**src/hw/sync_serial_pkg.sv**
```systemverilog
// Shared constants and carriers of the synchronous serial port control block.
// Assumes a host register port with a 12-bit byte offset and 32-bit data.
package sync_serial_pkg;

    // ********************************************************************
    // Register offsets (byte addresses)
    // ********************************************************************
    localparam logic [11:0] CTRL_OFS = 12'h380;
    localparam logic [11:0] BAUD_OFS = 12'h384;
    localparam logic [11:0] TXBUF_OFS = 12'h388;
    localparam logic [11:0] RXBUF_OFS = 12'h38c;

    // ********************************************************************
    // Field positions of the control/status word
    // ********************************************************************
    localparam int EN_BIT = 15;
    localparam int MS_BIT = 14;
    localparam logic [15:0] CTRL_RST = 16'h0000;
    localparam logic [15:0] BAUD_RST = 16'h0000;

    // Configuration fields, stored while the port is disabled.
    typedef struct packed {
        logic ms;
        logic ben;
        logic pen;
        logic ren;
        logic ten;
        logic po;
        logic ph;
        logic hb;
        logic [3:0] bm;
    } cfg_t;

    // Sticky error flags shown in operation mode.
    typedef struct packed {
        logic be;
        logic pe;
        logic re;
        logic te;
    } err_t;

    // Transfer engine states.
    typedef enum logic {ST_IDLE, ST_XFER} xfer_st_t;

    // Complete state of the port control block.
    typedef struct packed {
        logic en;
        cfg_t cfg;
        err_t err;
        logic [15:0] baud;
        xfer_st_t st;
        logic [15:0] tx_sr;
        logic [15:0] rx_sr;
        logic [15:0] rx_buf;
        logic rx_full;
        logic [4:0] sh_cnt;
        logic [4:0] bit_cnt;
        logic [5:0] tog;
        logic [15:0] bcnt;
        logic clk_lvl;
        logic dout;
        logic sclk_s1;
        logic sclk_s2;
        logic sclk_d;
        logic rx_s1;
        logic rx_s2;
        logic rx_d;
        logic [18:0] per;
        logic per_ok;
        logic [3:0] since_rx;
        logic [3:0] post;
        logic [31:0] rdata;
    } port_state_t;

endpackage

```
**src/hw/sync_serial_port_control.sv**
```systemverilog
// Control/status word, shift engine and transmit queue of a synchronous
// serial port. Assumes a single-cycle host register port on core_clk_in
// and a serial clock pin that is resolved by the surroundings.
//
// Function
// - Enable bit switches word between config/status.
// - Master drives shift clock, slave receives it.
// - Master select readable and effective always.
// - Busy flag high during a transfer.
// - Baud check disabled never raises baud flag.
// - Baud flag on period beyond twice or half.
// - Phase check enable gates phase errors.
// - Phase flag on data change near sample.
// - Receive check enable gates overrun errors.
// - Receive flag when unread buffer overwritten.
// - Transmit check enable gates underrun errors.
// - Transmit flag when frame starts without data.
// - Polarity sets idle level and leading edge.
// - Phase selects shift and sample edges.
// - Bit order selects LSB or MSB first.
// - Frame length is width field plus one.
// - Low status nibble counts sampled bits.
`timescale 1ns/1ns

// ************************************************************************
// Transmit word queue
// ************************************************************************
module tx_word_fifo #(
    parameter int W = 16,
    parameter int DEPTH = 16
) (
    // Clock and reset.
    input wire logic clk_in,
    input wire logic rst_n_in,
    // Filling side.
    input wire logic in_valid_in,
    output logic in_ready_out,
    input wire logic [W-1:0] in_data_in,
    // Draining side.
    output logic out_valid_out,
    input wire logic out_ready_in,
    output logic [W-1:0] out_data_out
);
    localparam int AW = $clog2(DEPTH);
    localparam logic [AW:0] FULL_CNT = DEPTH[AW:0];

    // Whole queue state; DEPTH must be a power of two for pointer wrap.
    typedef struct packed {
        logic [DEPTH-1:0][W-1:0] mem;
        logic [AW-1:0] wp;
        logic [AW-1:0] rp;
        logic [AW:0] cnt;
    } fifo_state_t;

    fifo_state_t q; // Registered state.
    fifo_state_t n; // Next state.
    logic push; // Accepted write.
    logic pop; // Accepted read.

    assign in_ready_out = (q.cnt != FULL_CNT);
    assign out_valid_out = (q.cnt != '0);
    assign out_data_out = q.mem[q.rp];

    // Pointer and count update for simultaneous push and pop.
    always_comb begin
        n = q;
        push = in_valid_in && in_ready_out;
        pop = out_ready_in && out_valid_out;
        if (push) begin
            n.mem[q.wp] = in_data_in;
            n.wp = q.wp + 1'b1;
        end
        if (pop) begin
            n.rp = q.rp + 1'b1;
        end
        n.cnt = q.cnt + {{AW{1'b0}}, push} - {{AW{1'b0}}, pop};
    end

    // State register with synchronous reset.
    always_ff @(posedge clk_in) begin
        if (!rst_n_in) begin
            q <= '0;
        end else begin
            q <= n;
        end
    end
endmodule // tx_word_fifo

// ************************************************************************
// Port control top
// ************************************************************************
module sync_serial_port_control
    import sync_serial_pkg::*;
#(
    parameter logic [3:0] GUARD_CYC = 4'h2, // Phase guard half-width in cycles.
    parameter int TXQ_DEPTH = 16
) (
    // Clock and reset.
    input wire logic core_clk_in,
    input wire logic rst_n_in,
    // Host register port.
    input wire logic reg_wr_in,
    input wire logic reg_rd_in,
    input wire logic [11:0] reg_addr_in,
    input wire logic [31:0] reg_wdata_in,
    output logic [31:0] reg_rdata_out,
    output logic tx_buf_ready_out,
    // Serial link pins.
    input wire logic sclk_in,
    output logic sclk_out,
    output logic sclk_oe_out,
    input wire logic rx_data_in,
    output logic tx_data_out
);

    // ********************************************************************
    // Declarations
    // ********************************************************************
    port_state_t q; // Registered state.
    port_state_t n; // Next state.
    logic q_valid; // Queue holds a word.
    logic [15:0] q_data; // Head word of the queue.
    logic q_pop; // Take the head word.
    logic q_push; // Host writes the transmit buffer.
    logic [4:0] width; // Active frame length.
    logic lead; // Leading clock edge this cycle.
    logic trail; // Trailing clock edge this cycle.
    logic samp; // Receive sampling edge.
    logic shft; // Transmit shifting edge.
    logic load; // Frame begins this cycle.
    logic active; // Engine owns this cycle's edges.
    logic rx_chg; // Synchronised receive data changed.
    logic [17:0] exp_per; // Expected bit time in cycles.
    logic [31:0] rd_mux; // Read data before registering.

    // Bit position of the k-th bit on the line for the chosen order.
    function automatic logic [3:0] bit_idx(input logic msb, input logic [4:0] w,
                                           input logic [4:0] k);
        logic [4:0] r;
        r = msb ? (w - 5'h01 - k) : k;
        return r[3:0];
    endfunction

    // Host writes feed the queue; a full queue is shown on the ready port.
    assign q_push = reg_wr_in && (reg_addr_in == TXBUF_OFS);

    tx_word_fifo #(
        .W(16),
        .DEPTH(TXQ_DEPTH)
    ) u_txq (
        .clk_in(core_clk_in),
        .rst_n_in(rst_n_in),
        .in_valid_in(q_push),
        .in_ready_out(tx_buf_ready_out),
        .in_data_in(reg_wdata_in[15:0]),
        .out_valid_out(q_valid),
        .out_ready_in(q_pop),
        .out_data_out(q_data)
    );

    // ********************************************************************
    // Next-state logic
    // ********************************************************************
    // Register access, edge finding, shifting and error checks in one place.
    always_comb begin
        n = q;
        q_pop = 1'b0;
        load = 1'b0;
        lead = 1'b0;
        trail = 1'b0;
        width = {1'b0, q.cfg.bm} + 5'h01;
        exp_per = {({1'b0, q.baud} + 17'h00001), 1'b0};
        // Two flip-flops before any logic reads a pin.
        n.sclk_s1 = sclk_in;
        n.sclk_s2 = q.sclk_s1;
        n.sclk_d = q.sclk_s2;
        n.rx_s1 = rx_data_in;
        n.rx_s2 = q.rx_s1;
        n.rx_d = q.rx_s2;
        rx_chg = (q.rx_s2 != q.rx_d);
        // Age of the last data change and the window after a sample.
        if (rx_chg) begin
            n.since_rx = '0;
        end else if (q.since_rx != GUARD_CYC) begin
            n.since_rx = q.since_rx + 4'h1;
        end
        if (q.post != '0) begin
            n.post = q.post - 4'h1;
        end
        // Control/status read mux; master select means the same in both.
        if (q.en) begin
            rd_mux = {16'h0000, 1'b1, q.cfg.ms, 1'b0, (q.st == ST_XFER),
                      q.err, 4'h0, q.bit_cnt[3:0]};
        end else begin
            rd_mux = {16'h0000, 1'b0, q.cfg.ms, 2'b00, q.cfg.ben, q.cfg.pen,
                      q.cfg.ren, q.cfg.ten, 1'b0, q.cfg.po, q.cfg.ph, q.cfg.hb, q.cfg.bm};
        end
        case (reg_addr_in)
            CTRL_OFS: rd_mux = rd_mux;
            BAUD_OFS: rd_mux = {16'h0000, q.baud};
            RXBUF_OFS: rd_mux = {16'h0000, q.rx_buf};
            default: rd_mux = '0;
        endcase
        if (reg_rd_in) begin
            n.rdata = rd_mux;
            if (reg_addr_in == RXBUF_OFS) begin
                n.rx_full = 1'b0;
            end
        end
        // Writes; configuration only lands while disabled.
        if (reg_wr_in && reg_addr_in == CTRL_OFS) begin
            n.en = reg_wdata_in[EN_BIT];
            if (!q.en) begin
                n.cfg = {reg_wdata_in[MS_BIT], reg_wdata_in[11:8], reg_wdata_in[6:0]};
            end
        end
        if (reg_wr_in && reg_addr_in == BAUD_OFS && !q.en) begin
            n.baud = reg_wdata_in[15:0];
        end
        // Master makes its own clock; slave watches the pin.
        if (q.cfg.ms) begin
            if (q.st == ST_XFER) begin
                if (q.bcnt == '0) begin
                    n.bcnt = q.baud;
                    n.clk_lvl = ~q.clk_lvl;
                    lead = (q.clk_lvl == q.cfg.po);
                    trail = !lead;
                    n.tog = q.tog + 6'h01;
                end else begin
                    n.bcnt = q.bcnt - 16'h0001;
                end
            end
        end else begin
            lead = (q.sclk_s2 != q.sclk_d) && (q.sclk_d == q.cfg.po);
            trail = (q.sclk_s2 != q.sclk_d) && (q.sclk_d != q.cfg.po);
        end
        samp = q.cfg.ph ? lead : trail;
        shft = q.cfg.ph ? trail : lead;
        // Frame start: master on queued data, slave on its first edge.
        if (q.en && q.st == ST_IDLE) begin
            if (q.cfg.ms) begin
                load = q_valid;
            end else begin
                load = lead;
                if (lead && !q_valid && q.cfg.ten) begin
                    n.err.te = 1'b1;
                end
            end
        end
        if (load) begin
            q_pop = q_valid;
            n.tx_sr = q_valid ? q_data : '0;
            n.st = ST_XFER;
            n.sh_cnt = '0;
            n.bit_cnt = '0;
            n.tog = '0;
            n.bcnt = q.baud;
            n.per_ok = 1'b0;
            // Late phase needs the first bit on the line before any shift.
            if (q.cfg.ph) begin
                n.dout = n.tx_sr[bit_idx(q.cfg.hb, width, 5'h00)];
                n.sh_cnt = 5'h01;
            end
        end
        active = q.en && (q.st == ST_XFER || load);
        if (active && shft && n.sh_cnt < width) begin
            n.dout = n.tx_sr[bit_idx(q.cfg.hb, width, n.sh_cnt)];
            n.sh_cnt = n.sh_cnt + 5'h01;
        end
        // Period between sampling edges, saturating.
        if (q.per != '1) begin
            n.per = q.per + 19'h00001;
        end
        if (active && samp) begin
            n.rx_sr[bit_idx(q.cfg.hb, width, n.bit_cnt)] = q.rx_s2;
            n.bit_cnt = n.bit_cnt + 5'h01;
            n.post = GUARD_CYC;
            n.per = '0;
            n.per_ok = 1'b1;
            if (q.cfg.pen && (rx_chg || q.since_rx < GUARD_CYC)) begin
                n.err.pe = 1'b1;
            end
            // Only a received clock can be off rate.
            if (!q.cfg.ms && q.per_ok && q.cfg.ben &&
                (q.per > {exp_per, 1'b0} || {q.per, 1'b0} < {2'b00, exp_per})) begin
                n.err.be = 1'b1;
            end
            if (n.bit_cnt == width) begin
                n.rx_buf = n.rx_sr;
                if (n.rx_full && q.cfg.ren) begin
                    n.err.re = 1'b1;
                end
                n.rx_full = 1'b1;
                if (!q.cfg.ms) begin
                    n.st = ST_IDLE;
                end
            end
        end
        // A change just after a sample also violates the guard window.
        if (q.en && q.post != '0 && rx_chg && q.cfg.pen) begin
            n.err.pe = 1'b1;
        end
        if (q.cfg.ms && q.st == ST_XFER && n.tog == {width, 1'b0}) begin
            n.st = ST_IDLE;
        end
        // Leaving operation clears flags and parks the clock.
        if (!n.en) begin
            n.err = '0;
            n.st = ST_IDLE;
            n.clk_lvl = n.cfg.po;
        end
    end

    // State register; everything resets to zero, matching the word's reset.
    always_ff @(posedge core_clk_in) begin
        if (!rst_n_in) begin
            q <= '0;
        end else begin
            q <= n;
        end
    end

    // ********************************************************************
    // Outputs
    // ********************************************************************
    assign reg_rdata_out = q.rdata;
    assign sclk_out = q.clk_lvl;
    assign sclk_oe_out = q.cfg.ms;
    assign tx_data_out = q.dout;
endmodule // sync_serial_port_control

```
**config.mk**
```make
export PLATFORM = sky130hd
export DESIGN_NAME = sync_serial_port_control
export DESIGN_NICKNAME = d
export VERILOG_FILES = /design/src/hw/sync_serial_pkg.sv /design/src/hw/sync_serial_port_control.sv
export SDC_FILE = /design/constraint.sdc
export NUM_CORES = 1
export LEC_CHECK = 0
export BUFFER_PORTS_ARGS = -buffer_cell sky130_fd_sc_hd__buf_2
export CAP_MARGIN = 20
export CORE_MARGIN = 3
export CORE_UTILIZATION = 35
export DETAILED_ROUTE_END_ITERATION = 8
export MAX_ROUTING_LAYER = met4
export PLACE_DENSITY = 0.56
export SETUP_SLACK_MARGIN = 0.5
export SYNTH_ARGS = -nofsm -noshare
export SYNTH_HDL_FRONTEND = slang
export SYNTH_SLANG_ARGS = --single-unit
```
**constraint.sdc**
```tcl
create_clock -name core_clk_in -period 6.9 [get_ports core_clk_in]
set_input_delay 0.345 -clock core_clk_in [delete_from_list [all_inputs] [get_ports core_clk_in]]
set_output_delay 0.345 -clock core_clk_in [all_outputs]
set_load 0.005 [all_outputs]
```
# == Yosys cells after proc, flatten, opt, wreduce, memory -nomap -nowiden ==
# Index checks and enable logic that the tools add are counted.
# word_totals
reg_bits,452
latch_bits,0
ramBits,0
rom_bits,0
inputBits,50
mem_count,0
# classes
addsub,16
mul,0
n_div,0
n_lt_le_gt_ge,11
n_eq_ne,17
n_shift,0
n_mux,61
bitwise,6
reduce_logical,58
# op_table
op,count
$bwmux W256,1
$mux W16,5
$bmux W16 S4,1
$demux W16 S4,1
$eq A12 B10 Y1 const B,4
$pmux W16 S3,1
$mux W23,2
$mux W1,33
$mux W32,1
$logic_and A1 B1 Y1,27
$lt A4 B5 Y1 const B,5
$lt A20 B18 Y1,1
$add A19 B1 Y19 const B,1
$gt A19 B19 Y1,1
$ne A19 B19 Y1 const B,1
$add A16 B1 Y17 const B,1
$mux W17,1
$bwmux W16,1
$logic_not A16 Y1,1
$reduce_bool A2 Y1,8
$sub A16 B1 Y16 const B,1
$reduce_and A2 Y1,7
$mux W13,1
$add A4 B1 Y4 const B,3
other kinds (33),60

# == Depth between registers and ports, before layout ==
# Gate-level depths: netlist (run 1).
# depth
word_depth,14
mapped_depth,18
mapped_depth_nobuf,15

# == Hierarchy ==
# Synthesis (run 1) repeated with hierarchy kept, for this count alone.
# unflattened
cells_unflattened,2336
hier_area_um2,22780.6
# modules_own_cells
module,instances,cells_each,area_per_inst_um2,seq_area_each_um2
tx_word_fifo,1,1078,12659.6,5385.2
sync_serial_port_control,1,1258,10121.0,3343.2

# == Worst setup path after synthesis (run 1) ==
# No wires, ideal clock.
# synth_path
kind,register to register
from,register u_txq.q[3] in the netlist's numbering
to,register q[103] in the netlist's numbering
setup_ns,0.074
t_arrival_ns,3.579
required_time_ns,6.826
slack_ns,3.247
path_stages_with_launch,17
n_path_buf,3
synth_period_minus_slack_ns,3.653
cell_sequence,dfxtp_1 -> inv_1 -> ha_1 -> or4b_1 -> clkbuf_1 -> o21ai_1 -> buf_2 -> nand2_1 -> ha_1 -> a21o_1 -> a21oi_1 -> xnor3_1 -> nor2_1 -> xor2_1 -> clkbuf_1 -> nand4_1 -> a31oi_1
# synth_between
elab_chain_len,11
elab_cells_between_ends,18
classes_between,2 x add/sub; 2 x order compare; 1 x eq/ne; 7 x mux; 6 x reduce/logical
# synth_lines
element,line_no,rtl
from (decl),sync_serial_port_control.sv:55,fifo_state_t q;
from (signal assigned),sync_serial_port_control.sv:84,q <= n;
$reduce_bool A5 Y1 *,sync_serial_port_control.sv:61,assign out_valid_out = (q.cnt != '0);
$mux W1 *,sync_serial_port_control.sv:241,if (q.cfg.ms) begin
$mux W1 *,sync_serial_port_control.sv:240,if (q.en && q.st == ST_IDLE) begin
$mux W32,sync_serial_port_control.sv:250,if (load) begin
$sub A4 B4 Y4,sync_serial_port_control.sv:140,r = msb ? (w - 5'h01 - k) : k;
$mux W4,sync_serial_port_control.sv:140,
$lt A4 B5 Y1 (implied by the code) or $ge A4 B1 Y1 (tied branches),sync_serial_port_control.sv:275,"n.rx_sr[bit_idx(q.cfg.hb, width, n.bit_cnt)] = q.rx_s2;"
$logic_and A1 B1 Y1 (implied by the code),sync_serial_port_control.sv:275,
$mux W1 (implied by the code),sync_serial_port_control.sv:275,
$demux W1 S4,sync_serial_port_control.sv:275,
$bwmux W16,sync_serial_port_control.sv:275,
to (signal assigned),sync_serial_port_control.sv:319,q <= n;
to (decl),sync_serial_port_control.sv:119,port_state_t q;
# Every way passes the cells marked *; elsewhere a longest branch is shown, timed or not.
# A chain may end at the register's enable or synchronous reset.

# == Final worst setup path (run 1) ==
# layout_path
from,register q[182] in the netlist's numbering
to,"register q, in the netlist tx_data_out"
# layout_between
elab_chain_len,8
elab_cells_between_ends,17
classes_between,1 x add/sub; 1 x order compare; 7 x mux; 8 x reduce/logical
# layout_lines
element,line_no
$logic_and A1 B1 Y1,sync_serial_port_control.sv:240
$mux W1,sync_serial_port_control.sv:240
$mux W32 or $logic_or A1 B1 Y1 (tied branches),"sync_serial_port_control.sv:250, sync_serial_port_control.sv:265"
$sub A4 B4 Y4 or $logic_and A1 B1 Y1 (tied branches),"sync_serial_port_control.sv:140, sync_serial_port_control.sv:265"
$mux W4 or $logic_and A1 B1 Y1 (tied branches),"sync_serial_port_control.sv:140, sync_serial_port_control.sv:266"
$bmux W1 S4 or $logic_and A1 B1 Y1 (tied branches),"sync_serial_port_control.sv:267, sync_serial_port_control.sv:266"
$mux W1 (implied by the code) or $reduce_bool A2 Y1 (tied branches),--
$mux W1 or $reduce_and A2 Y1 (tied branches),--
# Parallel ways exist; a longest one is shown, timed or not. The select of a mux whose other input is x is not followed.

==> results of run 1 <==
path summary, 6_finish.rpt:
kind / start / end / slack (ns) / cells after the start
worst min register to register: n[61]$_SDFF_PN0_ / n[60]$_SDFF_PN0_ / 0.43 / 1
worst max register to register: q[182]$_SDFF_PN0_ / tx_data_out$_SDFFE_PN0P_ / 2.45 / 13
worst min-delay path: reg_addr_in[11] / reg_rdata_out[14]$_SDFFE_PN0P_ / 0.12 / 4
worst max-delay path: q[182]$_SDFF_PN0_ / tx_data_out$_SDFFE_PN0P_ / 2.45 / 13
state kept, by name, indices dropped and copies added (netlist names):
name           count
u_txq.q          269
q                144
reg_rdata_out     16
n                  4
sclk_oe_out        1
sclk_out           1
tx_data_out        1
metal layers:
metal  vias up  track usage
met5         -            -
met4         0       0.0691
met3       134       0.0311
met2       583        0.333
met1      9227        0.266
li1       9133            -
synth_stat cells, drive strengths merged, types with 9 or more instances:
cell type / instances / area, um^2
nand2: 650 / 2440
dfxtp: 436 / 8730
a21boi: 281 / 2110
clkbuf: 170 / 638
nor2: 112 / 428
o21ai: 92 / 464
mux2i: 73 / 731
ha: 65 / 813
inv: 62 / 233
buf: 59 / 367
and2: 55 / 344
nand3: 52 / 260
a21oi: 50 / 250
mux4: 45 / 1010
xnor2: 41 / 359
a22oi: 38 / 285
nor2b: 35 / 219
xor2: 32 / 280
nand4: 27 / 184
a31oi: 24 / 150
nor3: 24 / 135
mux2: 23 / 259
o22ai: 21 / 131
o311ai: 17 / 149
and3: 16 / 100
o41ai: 16 / 140
nand2b: 13 / 81.3
a21o: 12 / 90.1
o21a: 11 / 82.6
a211oi: 10 / 85.1
nor4: 9 / 92.6
o211ai: 9 / 67.6
logic make-up after synthesis:
logic type,Yosys count,share of synthesized area
DFF,436,0.385
xor gates and xnor gates,74,0.0292
muxes,141,0.0883
adders and majority gates,68,0.0385
AOI/OAI and AO/OA,644,0.203
other,1,0.000165
and+or+nand+nor,1030,0.202
buffers and inverters,292,0.0547
layout make-up:
class / count / area (um^2) / area share
timing repair buffer: 83 / 526 / 0.0210
tap: 846 / 1060 / 0.0423
clock inverter: 20 / 210 / 0.00841
multi-input combinational: 1973 / 12800 / 0.513
sequential: 436 / 8740 / 0.349
clock buffer: 67 / 1420 / 0.0567
inverter: 63 / 236 / 0.00946
critical path: stages (launching register included):
cell and delay, ns:
dfxtp_1 0.83, nand2b_1 0.28, a31o_2 0.36, o21ai_1 0.34
inv_1 0.19, ha_1 0.32, nor2b_1 0.12, o21a_1 0.16
o21ai_0 0.18, nand2b_1 0.12, a2111oi_4 0.68, o211ai_1 0.19
or4b_1 0.50, o211ai_1 0.09
stage by stage:
| stage | area, um^2 | worst slack, ns | hold WS [ns] | instances | utilization |
|---|---|---|---|---|---|
| global placement | 23300 | 2.55 | 0.414 | 3398 | 0.367 |
| global route | 25000 | 2.12 | 0.119 | 3488 | 0.393 |
| floorplan | 22800 | 3.25 | 0.412 | 2701 | - |
| CTS | 25000 | 2.48 | 0.0771 | 3488 | 0.393 |
| detailed placement | 23400 | 2.49 | 0.421 | 3399 | 0.367 |
| finish | 25000 | 2.45 | 0.117 | 3488 | 0.393 |
power breakdown:
group / total, uW / internal [uW] / switching [uW] / leakage, uW
Sequential: 2540 / 2530 / 13.5 / 0.00351
Clock: 2670 / 1550 / 1110 / 0.000803
Combinational: 172 / 58.7 / 113 / 0.00416
Total: 5380 / 4140 / 1240 / 0.00848
placed cells by master, fill, tap and decap left out, types with 20 or more instances in the layout:
| cell | netlist | routed |
|---|---|---|
| a31oi_1 | 24 | 24 |
| nor3_1 | 21 | 20 |
| a22oi_1 | 38 | 38 |
| a21boi_1 | 46 | 46 |
| o22ai_1 | 21 | 21 |
| nor2b_1 | 35 | 35 |
| clkbuf_16 | 0 | 52 |
| mux4_2 | 45 | 45 |
| nand3_1 | 52 | 52 |
| mux2_2 | 23 | 23 |
| dfxtp_1 | 436 | 434 |
| nor2_1 | 111 | 107 |
| inv_1 | 62 | 62 |
| ha_1 | 65 | 65 |
| xnor2_1 | 41 | 40 |
| o21ai_0 | 68 | 68 |
| a21boi_0 | 235 | 235 |
| xor2_1 | 32 | 31 |
| nand4_1 | 26 | 26 |
| buf_2 | 20 | 52 |
| o21ai_1 | 23 | 22 |
| buf_4 | 32 | 26 |
| a21oi_1 | 50 | 50 |
| mux2i_1 | 73 | 73 |
| and2_1 | 55 | 55 |
| nand2_1 | 650 | 650 |
==> key figures, run 1 <==
Power and ir drop
  – Static Leak: 0.00848 uW
  – PwrDens: 215 nW/um^2
  – Max VDD drop: 0.000166 V
  – Tot Pwr: 5380 uW

CTS
  – Htree depth: 2
  – Post-CTS Repair Setup Buffers: 0
  – CTS root buffer: clkbuf_16
  – CTS tree: built
  – Clock transition at path regs: 0.06 ns
  – Total CTS buffers: 50
  – Clock sinks: 436
  – Cts hold-fix bufs: 2
  – CTS Buffer Depth: 3
  – # resized after CTS: 0
  – Clock latency on the worst-skew pair: 0.61 ns

Floorplanning
  – Chip width: 261 um
  – Die footprint: 67,900 um^2
  – Boundary Pins: 86
  – # rows: 92
  – Initial core utilization: 0.357
  – Core Box Area: 63,700 um^2
  – Die height: 261 um

Drt
  – DRT antenna net count: 0
  – Post-DR wirelength/cell: 19.9 um
  – Routed wl met2: 32.3 mm
  – Vias: 19,100
  – DR top layer: met4
  – DR iter-0 viols: 1,736
  – Routed metal-1 wire length: 30.7 mm
  – WL met3: 4.29 mm
  – Routed wire length: 69.5 mm
  – Vias per cell: 5.47
  – First-pass iteration count of the detailed router: 5
  – Residual DRC count: 0

Global routing
  – Initial antenna violation count: 1
  – All-Layer GR Usage: 0.207
  – First-pass GRT wire length: 107 mm
  – Global route overflow: 0
  – Largest net degree at the start of global routing: 238
  – Vias in the first global route: 18,500

Worst setup path
  – CP arrival: 4.98 ns
  – Crit path kind: flop to flop
  – CP Max Fanout: 19
  – Critical Path RT: 7.43 ns
  – Setup crit start kind: flop
  – Element type at the critical path end: flop

Synth
  – Ys flop type: dfxtp_1
  – Gate Count Post-Synth: 2,686
  – FF+latch count, synth: 436
  – Syn avg cell area: 8.45 um^2
  – YS warnings: 0
  – Post-synth EDFFs: 0
  – Register area share after synthesis: 0.385
  – Ys async rst share: 0
  – Synthesized cell area: 22,700 um^2
  – Synth unique cells: 86

Hold path
  – Hold Path Class: input port to flop

Finish
  – FILL cells: 6,358
  – Ant. Diodes: 0
  – Nets: 2,725
  – Layout area overhead: 10.2%
  – Layout cell share with drive strength beyond 1: 0.0988

STA
  – Skew final: 0.0290 ns
  – Final worst path period share: 0.645
  – Final hold vios: 0
  – RSZ-0062 raised after global routing: false
  – Relative slew margins: 0.272
  – Actual slew at the worst max-slew pin: 1.09 ns
  – Period minus WS final: 4.45 ns
  – Final setup TNS: 0 ns
  – FMAX: 0.225 GHz
  – Fin. max-slew vios: 0
  – Final setup fails: 0

Placed design
  – Routability cong.: 0.887
  – Port Buf Inserts: 53
  – Hpwl dp: 45.2 mm

Status
  – Status: finished clean

Flow run
  – Max-cap violations: 0
Power figures use the tool's default switching activity.
==> inputs of run 2 (changes only) <==
--- a/config.mk
+++ b/config.mk
@@ -5,13 +5,14 @@
 export SDC_FILE = /design/constraint.sdc
 export NUM_CORES = 1
 export LEC_CHECK = 0
+export ABC_AREA = 1
 export BUFFER_PORTS_ARGS = -buffer_cell sky130_fd_sc_hd__buf_2
 export CAP_MARGIN = 20
 export CORE_MARGIN = 3
 export CORE_UTILIZATION = 35
 export DETAILED_ROUTE_END_ITERATION = 8
 export MAX_ROUTING_LAYER = met4
-export PLACE_DENSITY = 0.56
+export PLACE_DENSITY = 0.58
 export SETUP_SLACK_MARGIN = 0.5
 export SYNTH_ARGS = -nofsm -noshare
 export SYNTH_HDL_FRONTEND = slang
==> constraint.sdc (replaced) <==
create_clock -name core_clk_in -period 4 [get_ports core_clk_in]
set_input_delay 0.2 -clock core_clk_in [delete_from_list [all_inputs] [get_ports core_clk_in]]
set_output_delay 0.2 -clock core_clk_in [all_outputs]
set_load 0.005 [all_outputs]
==> run 2 against run 1 <==
  * Worst setup slack lost 1.7 ns
  * Utilization grew 0.61 points
  * Total power grew 76%
  * Sequential share of layout area grew 0.48 points
  * Synthesized cell count grew 15%
  * Die area shrank 3.5%
  * Cell area shrank 1.4%
  * Clock-buffer cell count grew 2
  * Clock skew grew 0.0050 ns
  * Maximum frequency grew 38%
  * Critical path type unchanged
  * Critical endpoint unchanged
  * Largest power group unchanged
==> key figures, run 2 <==
Status
  – Status: finished clean

CTS
  – CTS root buffer: clkbuf_16
  – Clock transition at path regs: 0.06 ns (about the same)
  – Clock sinks: 436 (unchanged)
  – Htree depth: 2 (unchanged)
  – CTS tree: built
  – Clock latency on the worst-skew pair: 0.61 ns (about the same)
  – CTS Buffer Depth: 3 (unchanged)
  – Total CTS buffers: 49 (-2.0%)

Synth
  – Register area share after synthesis: 0.399 (+0.0143)
  – FF+latch count, synth: 436 (unchanged)
  – Gate Count Post-Synth: 3,081 (+15%)
  – Synthesized cell area: 21,900 um^2 (-3.6%)
  – Top cell type's share of synthesized area: 0.399 (+0.0143)
  – Synth cell count leaders: nand2_1, nor2_1, dfxtp_1
  – Ys async rst share: 0 (unchanged)
  – YS warnings: 0 (unchanged)
  – Synth unique cells: 49 (-43%)
  – Post-synth EDFFs: 0 (unchanged)
  – Ys flop type: dfxtp_1
  – Cell taking the most area after synthesis: dfxtp_1
  – Syn avg cell area: 7.10 um^2 (-16%)
  – Most common cell in the netlist: nand2_1
  – Synth area leaders: dfxtp_1, nand2_1, a211oi_1, nor2_1, nand3_1

Worst setup path
  – Setup crit start kind: flop
  – Worst-path cell chain: inv_1 > ha_1 > nand4_1 > buf_4 > buf_4 > nand4_1 > nand2_1 > inv_1 > ha_1 > fa_1 > or2_2 > o21ai_2 > inv_1 > nand3_1 > nand3_1 > nand3_1 > nand3_1 > nand2_1 > nor2_1
  – Reg2Reg Setup Slack: 0.78 ns (-1.67 ns)
  – Crit path kind: flop to flop
  – CP dominant cell by count: nand3_1
  – Worst path top cell family by delay: simple AND/OR/NAND/NOR gates
  – Critical Path RT: 4.47 ns (-2.96 ns)
  – Buf/Inv on CP: 5 (+4)
  – Element type at the critical path end: flop
  – CP Max Fanout: 5 (-14)
  – Critical Path Slowest Stage Cell: fa_1
  – CP arrival: 3.69 ns (-1.29 ns)
  – Crit path largest cell delay: 0.42 ns (-0.41 ns)

Finish
  – Commonest non-fill, non-tap cell in the layout: nand2_1
  – Layout area overhead: 12.7%
  – Post-Layout Cell Count: 3,916 (+12%)
  – FILL cells: 6,560 (+3.2%)
  – Design area: 24,700 um^2 (-1.4%)
  – Top reg by flops: u_txq.q
  – Layout cell share with drive strength beyond 1: 0.0793 (-0.0195)
  – Commonest non-fill, non-tap cells in the layout: nand2_1, nor2_1, dfxtp_1
  – Nets: 3,161 (+16%)
  – Max FFs per register: 269 (unchanged)

STA
  – RSZ-0062 raised after global routing: false
  – Skew final: 0.0341 ns (+0.00505 ns)
  – Period minus WS final: 3.22 ns (-1.23 ns)
  – Final Worst Setup Slack: 0.781 ns (-1.67 ns)
  – Final hold vios: 0 (unchanged)
  – Relative slew margins: 0.431 (+0.158)
  – Final setup TNS: 0 ns (unchanged)
  – Actual slew at the worst max-slew pin: 0.851 ns (-0.240 ns)
  – Final setup fails: 0 (unchanged)
  – Final worst path period share: 0.805 (+0.160)
  – FMAX: 0.311 GHz (+38%)
  – Fin. max-slew vios: 0 (unchanged)

Drt
  – Post-DR wirelength/cell: 16.5 um (-17%)
  – Vias per cell: 5.07 (-7.2%)
  – DRT antenna net count: 0 (unchanged)
  – First-pass iteration count of the detailed router: 5 (unchanged)
  – DR iter-0 viols: 1,756 (+1.2%)
  – Vias: 19,900 (+4.2%)
  – Routed metal-1 wire length: 31.9 mm (+3.9%)
  – Residual DRC count: 0 (unchanged)
  – WL met3: 2.92 mm (-32%)
  – Routed wl met2: 28.2 mm (-13%)
  – Routed wire length: 64.7 mm (-6.9%)
  – DR top layer: met4

Placed design
  – Port Buf Inserts: 53 (unchanged)
  – Placed cell count: 3,798 (+12%)
  – Dpl cell area: 22,700 um^2 (-3.0%)
  – Post-Place Worst Slack: 0.655 ns (-1.83 ns)
  – Routability cong.: 0.907 (+2.2%)
  – Hpwl dp: 41.1 mm (-9.1%)

Floorplanning
  – Core Box Area: 61,800 um^2 (-2.9%)
  – Die height: 256 um (-1.8%)
  – Chip width: 256 um (-1.8%)
  – Boundary Pins: 86 (unchanged)
  – Initial core utilization: 0.354 (-0.00260)
  – # rows: 91 (-1.1%)
  – Die footprint: 65,600 um^2 (-3.5%)

Flow run
  – Max-cap violations: 0 (unchanged)

Global routing
  – Vias in the first global route: 18,300 (-0.80%)
  – Initial antenna violation count: 1 (unchanged)
  – All-Layer GR Usage: 0.198 (-0.00877)
  – Global route overflow: 0 (unchanged)
  – Largest net degree at the start of global routing: 131 (-45%)
  – First-pass GRT wire length: 103 mm (-4.5%)

Hold path
  – Hold Path Class: input port to flop

Power and ir drop
  – Max VDD drop: 0.000290 V (+75%)
  – Static Leak: 0.00955 uW (+13%)
  – PwrDens: 383 nW/um^2 (+78%)
-- run 2: cell type report --
type	count	area, um^2	area share
multi-input cells	2214	11400	0.464
flip-flops and latches	436	8730	0.354
clock buffers	69	1410	0.0572
well taps	837	1050	0.0425
repair buffers	120	895	0.0363
inverters	222	846	0.0343
clock inverters	17	290	0.0118
diodes	1	2.50	0.000101
-- run 2: worst paths after layout --
check | startpoint | endpoint | cells past startpoint
min reg2reg | n[61]$_SDFF_PN0_ | n[60]$_SDFF_PN0_ | 2
min | reg_wr_in | q[182]$_SDFF_PN0_ | 5
max | u_txq.q[2]$_SDFF_PN0_ | tx_data_out$_SDFFE_PN0P_ | 19
max reg2reg | u_txq.q[2]$_SDFF_PN0_ | tx_data_out$_SDFFE_PN0P_ | 19
-- run 2: tightest hold or removal path, stage by stage --
cell	delay (ns)
buf_2	0.15
nand2_1	0.09
o21ai_0	0.09
inv_1	0.06
nor2_1	0.05
-- run 2: logic make-up after synthesis --
kind of cell | synth area share
xor+xnor | 0.0216
simple gates | 0.297
buf+inv | 0.0846
other cells | 0.000171
compound gates | 0.158
flops | 0.399
fa+ha+maj | 0.0399
-- run 2: repair_timing --
action | in CTS | in global routing
endpoints found under the hold margin | 35 | 0
hold buffers | 19 | 0
setup endpoints to repair | 0 | 37
resized for setup | 0 | 8
setup buffers | 0 | 9
-- run 2: per-layer routing --
layer | vias to the layer above | track usage
li1 | 10200 | -
met1 | 9114 | 0.275
met2 | 416 | 0.303
met3 | 101 | 0.0251
met4 | 0 | 0.0532
met5 | - | -
-- run 2: report_power, final --
| group | internal (uW) | leakage [uW] | total (uW) | switching (uW) |
|---|---|---|---|---|
| logic | 71.6 | 0.00521 | 301 | 230 |
| clock network | 2860 | 0.000825 | 4770 | 1910 |
| registers | 4360 | 0.00351 | 4380 | 19.9 |
-- run 2: per-stage QoR --
| step | hold slack (ns) | util | total power [uW] |
|---|---|---|---|
| after floorplan | 0.298 | - | 4670 |
| after global placement | 0.385 | 0.366 | 4770 |
| after detailed placement | 0.390 | 0.366 | 4760 |
| after CTS | 0.0732 | 0.397 | 9560 |
| after global routing | 0.129 | 0.399 | 9780 |
| final | 0.107 | 0.399 | 9450 |
